### config.mk
export PLATFORM = sky130hd
export DESIGN_NAME = cgr_regs
export DESIGN_NICKNAME = d
export VERILOG_FILES = /design/src/cgr_pkg.sv /design/src/cgr_walk.sv /design/src/cgr_regs.sv
export SDC_FILE = /design/constraint.sdc
export NUM_CORES = 1
export LEC_CHECK = 0
export ABC_CLOCK_PERIOD_IN_PS = 1900
export BUFFER_PORTS_ARGS = -buffer_cell sky130_fd_sc_hd__buf_4
export CORE_MARGIN = 1.5
export CORE_UTILIZATION = 43
export DETAILED_ROUTE_END_ITERATION = 6
export MAX_ROUTING_LAYER = met4
export PLACE_DENSITY = 0.76
export SYNTH_ARGS = -nofsm -noshare
export SYNTH_HDL_FRONTEND = slang
export SYNTH_HIERARCHICAL = 1
export SYNTH_SLANG_ARGS = --single-unit
### constraint.sdc
create_clock -name aclk -period 1.9 [get_ports aclk]
set_input_delay 0.095 -clock aclk [delete_from_list [all_inputs] [get_ports aclk]]
set_output_delay 0.095 -clock aclk [all_outputs]
set_load 0.005 [all_outputs]
### src/cgr_pkg.sv
// package for the codec gain and input-select register bank
// assumes a 32-bit axi4-lite slave; one clock, synchronous reset
package cgr_pkg;
	// ------------------------------------------------------------
	// register byte addresses
	// ------------------------------------------------------------
	localparam logic [7:0] ADDR_GAIN = 8'h00; // shared gain register
	localparam logic [7:0] ADDR_INSEL = 8'h04; // analog input select
	localparam logic [7:0] ADDR_WALK = 8'h08; // read walk position
	// ------------------------------------------------------------
	// field layout and reset values
	// ------------------------------------------------------------
	localparam logic [1:0] SUB_ADC = 2'h0; // adc gain sub-register
	localparam logic [1:0] SUB_DAC = 2'h1; // dac gain sub-register
	localparam logic [1:0] SUB_SIDE = 2'h2; // sidetone and buffer
	localparam logic [1:0] SUB_VER = 2'h3; // version sub-register
	localparam logic [5:0] GAIN_RESET = 6'h2A; // 0 dB
	localparam logic [5:0] GAIN_MUTE = 6'h3F; // mute code
	localparam logic [2:0] SIDE_RESET = 3'h7; // sidetone muted
	localparam logic [2:0] SIDE_MUTE = 3'h7;
	localparam logic [1:0] BUF_RESET = 2'h0; // 0 dB buffer
	localparam logic [1:0] INSEL_RESET = 2'h0; // pair one
	localparam logic [3:0] VER_RESERVED = 4'h0; // reserved bits value
	localparam logic [1:0] VER_ID = 2'h1; // arbitrary version value
	// ------------------------------------------------------------
	// analog input choices
	// ------------------------------------------------------------
	localparam logic [1:0] AIN_PAIR_ONE = 2'h0;
	localparam logic [1:0] AIN_MIC_SELF = 2'h1;
	localparam logic [1:0] AIN_MIC_EXT = 2'h2;
	localparam logic [1:0] AIN_PAIR_TWO = 2'h3;
	// ------------------------------------------------------------
	// carriers
	// ------------------------------------------------------------
	typedef struct packed {
		logic mute; // gain is muted
		logic signed [7:0] db; // gain in dB when not muted
	} cgr_gain_t;
	typedef struct packed {
		logic pair_one;
		logic mic_self;
		logic mic_ext;
		logic pair_two;
	} cgr_ain_t;
	typedef enum logic [1:0] {
		CGR_IDLE,
		CGR_BRESP,
		CGR_RRESP
	} cgr_bus_t;
endpackage

### src/cgr_walk.sv
// read-walk pointer for the shared gain register
// assumes one read step per accepted read of that register
module cgr_walk (
	input wire logic aclk,
	input wire logic aresetn,
	input wire logic step, // a shared-register read was taken
	output logic [1:0] sub // sub-register the next read returns
);
	// ------------------------------------------------------------
	// state
	// ------------------------------------------------------------
	typedef struct packed {
		logic [1:0] sub;
	} cgr_walk_state_t;
	cgr_walk_state_t state, next_state;
	// advance adc, dac, sidetone, version then wrap
	always_comb begin
		next_state = state;
		if (step) begin
			next_state.sub = state.sub + 2'h1;
		end
	end
	// register the walk position
	always_ff @(posedge aclk) begin
		if (!aresetn) begin
			state.sub <= cgr_pkg::SUB_ADC;
		end else begin
			state <= next_state;
		end
	end
	assign sub = state.sub;
endmodule

### src/cgr_regs.sv
// codec gain and analog input-select register bank, axi4-lite slave
// assumes a well-behaved axi4-lite master and 32-bit data
// Function
// - top bits 01 write loads dac gain
// - adc and dac gains reset to 0 dB
// - reads walk adc, dac, sidetone, version
// - dac code decodes mute, +20 to -42 dB
// - sidetone field decodes mute, -21 to -3 dB
// - buffer field selects 24, 12, 6, 0 dB
// - input select picks one of four inputs
// - top bits 00 write loads adc gain
//
// Register access over AXI4-Lite and the address map were left to the implementer.
module cgr_regs (
	input wire logic aclk,
	input wire logic aresetn,
	input wire logic [7:0] s_axi_awaddr,
	input wire logic [2:0] s_axi_awprot,
	input wire logic s_axi_awvalid,
	output logic s_axi_awready,
	input wire logic [31:0] s_axi_wdata,
	input wire logic [3:0] s_axi_wstrb,
	input wire logic s_axi_wvalid,
	output logic s_axi_wready,
	output logic [1:0] s_axi_bresp,
	output logic s_axi_bvalid,
	input wire logic s_axi_bready,
	input wire logic [7:0] s_axi_araddr,
	input wire logic [2:0] s_axi_arprot,
	input wire logic s_axi_arvalid,
	output logic s_axi_arready,
	output logic [31:0] s_axi_rdata,
	output logic [1:0] s_axi_rresp,
	output logic s_axi_rvalid,
	input wire logic s_axi_rready,
	output logic [5:0] adc_gain_code,
	output logic [5:0] dac_gain_code,
	output cgr_pkg::cgr_gain_t dac_gain, // decoded dac gain
	output logic [2:0] sidetone_gain_field,
	output cgr_pkg::cgr_gain_t sidetone_gain, // decoded sidetone gain
	output logic [1:0] input_buffer_gain_field,
	output logic [4:0] input_buffer_gain_db,
	output logic [1:0] analog_input_select,
	output cgr_pkg::cgr_ain_t analog_input_onehot
);
	// ------------------------------------------------------------
	// decode helpers
	// ------------------------------------------------------------
	// six-bit pga code: all ones mutes, else code minus 42 dB
	function automatic cgr_pkg::cgr_gain_t pga_decode(input logic [5:0] c);
		cgr_pkg::cgr_gain_t g;
		g.mute = (c == cgr_pkg::GAIN_MUTE);
		g.db = g.mute ? 8'sh00 : 8'($signed({2'h0, c}) - 8'sd42);
		return g;
	endfunction
	// ------------------------------------------------------------
	// state
	// ------------------------------------------------------------
	typedef struct packed {
		cgr_pkg::cgr_bus_t bus; // bus answer phase
		logic aw_held; // write address captured
		logic w_held; // write data captured
		logic [7:0] awaddr;
		logic [31:0] wdata;
		logic [3:0] wstrb;
		logic [1:0] bresp;
		logic [31:0] rdata;
		logic [1:0] rresp;
		logic [5:0] adc; // adc gain code
		logic [5:0] dac; // dac gain code
		logic [2:0] side; // sidetone field
		logic [1:0] ibuf; // input buffer field
		logic [1:0] ain; // analog input select
	} cgr_state_t;
	cgr_state_t state, next_state;
	logic walk_step; // shared-register read taken
	logic [1:0] walk_sub; // sub-register for the next read
	logic wr_go; // both write halves present
	logic [7:0] wbyte; // low byte of the write
	// ------------------------------------------------------------
	// read walk pointer
	// ------------------------------------------------------------
	cgr_walk u_walk (
		.aclk(aclk),
		.aresetn(aresetn),
		.step(walk_step),
		.sub(walk_sub)
	);
	// ------------------------------------------------------------
	// handshakes
	// ------------------------------------------------------------
	// address and data accepted in either order, one held each
	assign s_axi_awready = (state.bus == cgr_pkg::CGR_IDLE) && !state.aw_held;
	assign s_axi_wready = (state.bus == cgr_pkg::CGR_IDLE) && !state.w_held;
	// reads wait while a write is half collected, keeps order simple
	assign s_axi_arready = (state.bus == cgr_pkg::CGR_IDLE)
		&& !state.aw_held && !state.w_held
		&& !s_axi_awvalid && !s_axi_wvalid;
	assign walk_step = s_axi_arvalid && s_axi_arready
		&& (s_axi_araddr == cgr_pkg::ADDR_GAIN);
	// ------------------------------------------------------------
	// next-state logic
	// ------------------------------------------------------------
	always_comb begin
		next_state = state;
		wr_go = 1'b0;
		wbyte = 8'h00;
		case (state.bus)
			cgr_pkg::CGR_IDLE: begin
				// capture whichever halves arrive
				if (s_axi_awvalid && s_axi_awready) begin
					next_state.aw_held = 1'b1;
					next_state.awaddr = s_axi_awaddr;
				end
				if (s_axi_wvalid && s_axi_wready) begin
					next_state.w_held = 1'b1;
					next_state.wdata = s_axi_wdata;
					next_state.wstrb = s_axi_wstrb;
				end
				wr_go = next_state.aw_held && next_state.w_held;
				wbyte = next_state.wdata[7:0];
				if (wr_go) begin
					next_state.aw_held = 1'b0;
					next_state.w_held = 1'b0;
					next_state.bresp = 2'h0;
					next_state.bus = cgr_pkg::CGR_BRESP;
					// only the low byte lane carries a register
					if (next_state.awaddr == cgr_pkg::ADDR_GAIN) begin
						if (next_state.wstrb[0]) begin
							if (wbyte[7:6] == cgr_pkg::SUB_ADC) begin
								next_state.adc = wbyte[5:0];
							end else if (wbyte[7:6] == cgr_pkg::SUB_DAC) begin
								next_state.dac = wbyte[5:0];
							end else if (wbyte[7:6] == cgr_pkg::SUB_SIDE) begin
								next_state.side = wbyte[5:3];
								next_state.ibuf = wbyte[1:0];
							end
							// top bits 11: payload dropped
						end
					end else if (next_state.awaddr == cgr_pkg::ADDR_INSEL) begin
						if (next_state.wstrb[0]) begin
							next_state.ain = wbyte[2:1];
						end
					end else if (next_state.awaddr == cgr_pkg::ADDR_WALK) begin
						// walk position is read only: slverr
						next_state.bresp = 2'h2;
					end else begin
						next_state.bresp = 2'h3; // unmapped: decerr
					end
				end else if (s_axi_arvalid && s_axi_arready) begin
					next_state.bus = cgr_pkg::CGR_RRESP;
					next_state.rresp = 2'h0;
					next_state.rdata = 32'h0000_0000;
					if (s_axi_araddr == cgr_pkg::ADDR_GAIN) begin
						// byte selected by the walk pointer
						if (walk_sub == cgr_pkg::SUB_ADC) begin
							next_state.rdata[7:0] = {walk_sub, state.adc};
						end else if (walk_sub == cgr_pkg::SUB_DAC) begin
							next_state.rdata[7:0] = {walk_sub, state.dac};
						end else if (walk_sub == cgr_pkg::SUB_SIDE) begin
							next_state.rdata[7:0] =
								{walk_sub, state.side, 1'b0, state.ibuf};
						end else begin
							next_state.rdata[7:0] = {walk_sub,
								cgr_pkg::VER_RESERVED, cgr_pkg::VER_ID};
						end
					end else if (s_axi_araddr == cgr_pkg::ADDR_INSEL) begin
						next_state.rdata[7:0] = {5'h00, state.ain, 1'b0};
					end else if (s_axi_araddr == cgr_pkg::ADDR_WALK) begin
						next_state.rdata[1:0] = walk_sub;
					end else begin
						next_state.rresp = 2'h3; // unmapped: decerr
					end
				end
			end
			cgr_pkg::CGR_BRESP: begin
				// response holds until the master takes it
				if (s_axi_bready) begin
					next_state.bus = cgr_pkg::CGR_IDLE;
				end
			end
			cgr_pkg::CGR_RRESP: begin
				if (s_axi_rready) begin
					next_state.bus = cgr_pkg::CGR_IDLE;
				end
			end
			default: begin
				next_state.bus = cgr_pkg::CGR_IDLE;
			end
		endcase
	end
	// ------------------------------------------------------------
	// state register
	// ------------------------------------------------------------
	always_ff @(posedge aclk) begin
		if (!aresetn) begin
			state <= '0;
			state.bus <= cgr_pkg::CGR_IDLE;
			state.adc <= cgr_pkg::GAIN_RESET;
			state.dac <= cgr_pkg::GAIN_RESET;
			state.side <= cgr_pkg::SIDE_RESET;
			state.ibuf <= cgr_pkg::BUF_RESET;
			state.ain <= cgr_pkg::INSEL_RESET;
		end else begin
			state <= next_state;
		end
	end
	// ------------------------------------------------------------
	// outputs
	// ------------------------------------------------------------
	assign s_axi_bvalid = (state.bus == cgr_pkg::CGR_BRESP);
	assign s_axi_bresp = state.bresp;
	assign s_axi_rvalid = (state.bus == cgr_pkg::CGR_RRESP);
	assign s_axi_rdata = state.rdata;
	assign s_axi_rresp = state.rresp;
	assign adc_gain_code = state.adc;
	assign dac_gain_code = state.dac;
	assign dac_gain = pga_decode(state.dac);
	assign sidetone_gain_field = state.side;
	assign input_buffer_gain_field = state.ibuf;
	assign analog_input_select = state.ain;
	// sidetone: 111 mutes, else -3 dB minus 3 dB per code step
	always_comb begin
		sidetone_gain.mute = (state.side == cgr_pkg::SIDE_MUTE);
		sidetone_gain.db = sidetone_gain.mute ? 8'sh00
			: 8'(8'sd0 - 8'sd3 - 8'sd3 * $signed({5'h00, state.side}));
	end
	// buffer gain lookup in dB
	always_comb begin
		case (state.ibuf)
			2'h3: input_buffer_gain_db = 5'd24;
			2'h2: input_buffer_gain_db = 5'd12;
			2'h1: input_buffer_gain_db = 5'd6;
			default: input_buffer_gain_db = 5'd0;
		endcase
	end
	// one-hot analog input choice
	always_comb begin
		analog_input_onehot = '0;
		case (state.ain)
			cgr_pkg::AIN_PAIR_ONE: analog_input_onehot.pair_one = 1'b1;
			cgr_pkg::AIN_MIC_SELF: analog_input_onehot.mic_self = 1'b1;
			cgr_pkg::AIN_MIC_EXT: analog_input_onehot.mic_ext = 1'b1;
			default: analog_input_onehot.pair_two = 1'b1;
		endcase
	end
endmodule

==> flow_summary_export.csv <==
group,metric,value,unit
run_status,status,"finished, violations left",
run_status,violations,"negative setup slack",
clock_network,clockBufferDepth,2,
worst_setup_path,crit_top_cell,"ha_4",
die,die_w,92.4,µm
logic_synthesis,ys_types,55,
clock_network,clk_latency,0.32,ns
placement,dp_cells,580,
drt,wire_per_inst,13.3,µm
timing,holdWs,0.0276,ns
min_path,holdPathStages,3,
drt,drc,0,
drt,drtIter0Drc,93,
logic_synthesis,ys_ff_latch,53,
logic_synthesis,yosysWarnings,6,
die,start_util,0.445,
worst_setup_path,r2r_end,"dac_gain_code[0]$_SDFFE_PN0P_",
logic_synthesis,post-synth-top-count-cell,"buf_4",
min_path,hold_class,"in -> reg",
drt,viasPerCell,4.90,
drt,route.layer.met1.wl,3540,µm
global_route,antenna_found_initial,0,
finish,fin_nets,564,
timing,fin_crit_sh,1.16,
finish,synthToLayoutAreaGrowth,24.5,%
global_route,grt_max_degree,34,
logic_synthesis,synth_area,0.00344,mm²
logic_synthesis,synth_area_leaders,"dfxtp_1 31%, buf_4 13%, mux2i_1 8.7%, nand2_1 5.8%, ha_1 3.6%",
global_route,grt_pass1_wl,12400,µm
timing,worst_slack,-0.306,ns
logic_synthesis,seq_area_frac_synth,0.309,
logic_synthesis,synth_ff_type,"dfxtp_1",
logic_synthesis,synthTopCellsByCount,"59 x buf_4, 53 x dfxtp_1, 53 x nand2_1",
logic_synthesis,ys_async_sr_fraction,0,
drt,num_vias,2890,
power,leakagePower,2.02,nW
power,power_density,558,mW/mm²
finish,multi_input_area,0.00196,mm²
drt,wl_met2,3930,µm
worst_setup_path,path_cells,"ha_4, fa_2, ha_4, xnor2_2, nor2_1, mux2_4, buf_6",
global_route,grt_pass1_vias,2716,
die,dieArea,0.00854,mm²
clock_network,ctsHoldBuffers,0,
worst_setup_path,critPathMaxFanout,3,
worst_setup_path,r2r_cells,5,
finish,fin_cells,590,
die,std_cell_rows,32,
clock_network,h-tree-depth,2,
placement,io_buffer_count,93,
drt,antenna_left,0,
worst_setup_path,critPathKind,"reg -> out",
finish,diodes,0,
finish,fill_cells,700,
drt,dr.max_layer_used,"met4",
worst_setup_path,startpoint_type,"flip-flop",
drt,wl,7850,µm
drt,drt_pass1_iterations,5,
timing,rsz0062_at_grt,"true",
clock_network,root_buffer,"clkbuf_8",
worst_setup_path,cpPeakStageDelay,0.57,ns
die,ios,152,
timing,setup_viol,3,
timing,maxSlewHeadroom,0.489,
finish,finish.utilization,0.554,
worst_setup_path,cp.arrival,2.11,ns
global_route,gr-total-overflow,0,
global_route,track_usage,0.186,
logic_synthesis,synth_largest_area_cell,"dfxtp_1",
timing,finalCriticalPeriod,2.21,ns
logic_synthesis,syn_inst,406,
clock_network,clkTransAtPathRegs,0.09,ns
worst_setup_path,cp_num_buf_inv,1,
finish,drive_gt1_frac,0.346,
timing,clock.fmax,453,MHz
logic_synthesis,synth_top_cell_area_share,0.309,
worst_setup_path,cp-end-kind,"primary output",
power,irDropWorstVdd,377,µV
die,die_height,92.4,µm
die,core-area,0.00773,mm²
timing,final-hold-violation-count,0,
timing,tightest_slew,0.766,ns
finish,layout.area.seq,0.00107,mm²
logic_synthesis,synth-edff-count,0,
min_path,min_from,"s_axi_awaddr[1]",
clock_network,cts_tree,"yes",
job,cap_viol_max_count,0,
worst_setup_path,r2r_start,"state[101]$_SDFFE_PN0P_",
drt,dr_wl_met3,316,µm
placement,place_congestion,0.816,
worst_setup_path,r2r_setup_slack,0.02,ns
worst_setup_path,cpMaxStageDelayCell,"fa_2",
clock_network,cts.sinks,53,
worst_setup_path,path_delay_family,"adder cells",
clock_network,numCtsBuffers,5,
logic_synthesis,avgSynthCellArea,8.47,µm²
placement,place_ws,-0.0144,ns
min_path,hold_end,"state[92]$_SDFFE_PN0N_",
placement,place_hpwl,6040,µm
timing,finalClockSkew,0.0116,ns
timing,report.final.slew_viol_count,0,
worst_setup_path,required,1.80,ns
==> layout make-up <==
cell class / count / share of cell area
Tap cell: 102 / 0.0298
Timing Repair Buffer: 125 / 0.227
Clock inverter: 1 / 0.00175
Multi-Input combinational cell: 287 / 0.459
Inverter: 16 / 0.0140
Sequential cell: 53 / 0.249
Clock buffer: 6 / 0.0193
==> where the power goes <==
group / switching, W / total [W] / leakage (nW) / internal (W)
clock: 0.000381 / 0.000670 / 0.0433 / 0.000289
combinational: 0.000262 / 0.000536 / 1.55 / 0.000274
sequential: 0.0000285 / 0.00118 / 0.431 / 0.00115
total: 0.000671 / 0.00239 / 2.02 / 0.00172
==> layer usage <==
layer | track usage | vias to the layer above
met5 | - | -
met4 | 0.0474 | 0
met3 | 0.0296 | 6
met2 | 0.319 | 67
met1 | 0.228 | 1364
li1 | - | 1453
==> logic make-up after synthesis <==
family / Yosys count / share of synthesized area
AOI/OAI and AO/OA: 53 / 0.113
xor gates and xnor gates: 4 / 0.0102
adders and majority gates: 11 / 0.0422
buffers and inverters: 90 / 0.170
DFF: 53 / 0.309
muxes: 39 / 0.117
other: 1 / 0.00109
and+or+nand+nor: 155 / 0.238
==> how the worst max path moves through the flow <==
stage / startpoint / cells after the start / to / slack, ns
CTS: sidetone_gain_field[1]$_SDFFE_PN1P_ / 8 / sidetone_gain[4] / -0.33
global route: sidetone_gain_field[1]$_SDFFE_PN1P_ / 8 / sidetone_gain[4] / -0.39
finish: sidetone_gain_field[1]$_SDFFE_PN1P_ / 7 / sidetone_gain[3] / -0.31
global placement: sidetone_gain_field[1]$_SDFFE_PN1P_ / 7 / sidetone_gain[3] / 0.04
floorplan: state[101]$_SDFFE_PN0P_ / 6 / sidetone_gain_field[1]$_SDFFE_PN1P_ / 0.02
detailed placement: sidetone_gain_field[1]$_SDFFE_PN1P_ / 7 / sidetone_gain[3] / -0.01
==> what timing repair did <==
action,in CTS,in global routing
gates resized for setup,9,15
gates cloned,0,0
setup endpoints to repair,3,23
pin swaps,5,3
buffers inserted,0,3
==> layout by cell type, fill, tap and decap left out, drive strengths merged, types with 5 or more instances in the layout <==
master / instances
buf: 125
nand2: 53
dfxtp: 53
nor2: 31
mux2i: 30
conb: 25
a21oi: 19
inv: 16
nor2b: 15
ha: 10
mux2: 9
nand2b: 8
o21ai: 7
and2: 7
o211ai: 7
or4: 6
clkbuf: 6
nor3: 6
nand3: 5
==> through the flow <==
stage | cell area (µm²) | setup TNS (ns) | total power, W
finish | 4280 | -0.606 | 0.00239
global route | 4280 | -0.971 | 0.00250
CTS | 4200 | -0.690 | 0.00237
detailed placement | 4070 | -0.0144 | 0.00171
global placement | 4070 | 0 | 0.00169
floorplan | 3540 | 0 | 0.00155
==> worst register-to-register path, cell delays in order (launching register included) <==
cell and delay (ns):
dfxtp_1 0.33, or4b_4 0.54, and4b_1 0.24, buf_12 0.15
o211ai_4 0.30, mux2i_1 0.24
==> sequential cells by signal (all words and copies together) (netlist names) <==
name	cells
state	21
s_axi_rdata	8
adc_gain_code	6
dac_gain_code	6
sidetone_gain_field	3
analog_input_select	2
input_buffer_gain_field	2
s_axi_bresp	2
u_walk/sub	2
s_axi_rresp	1
No activity file was read; power rests on OpenSTA's default activity.
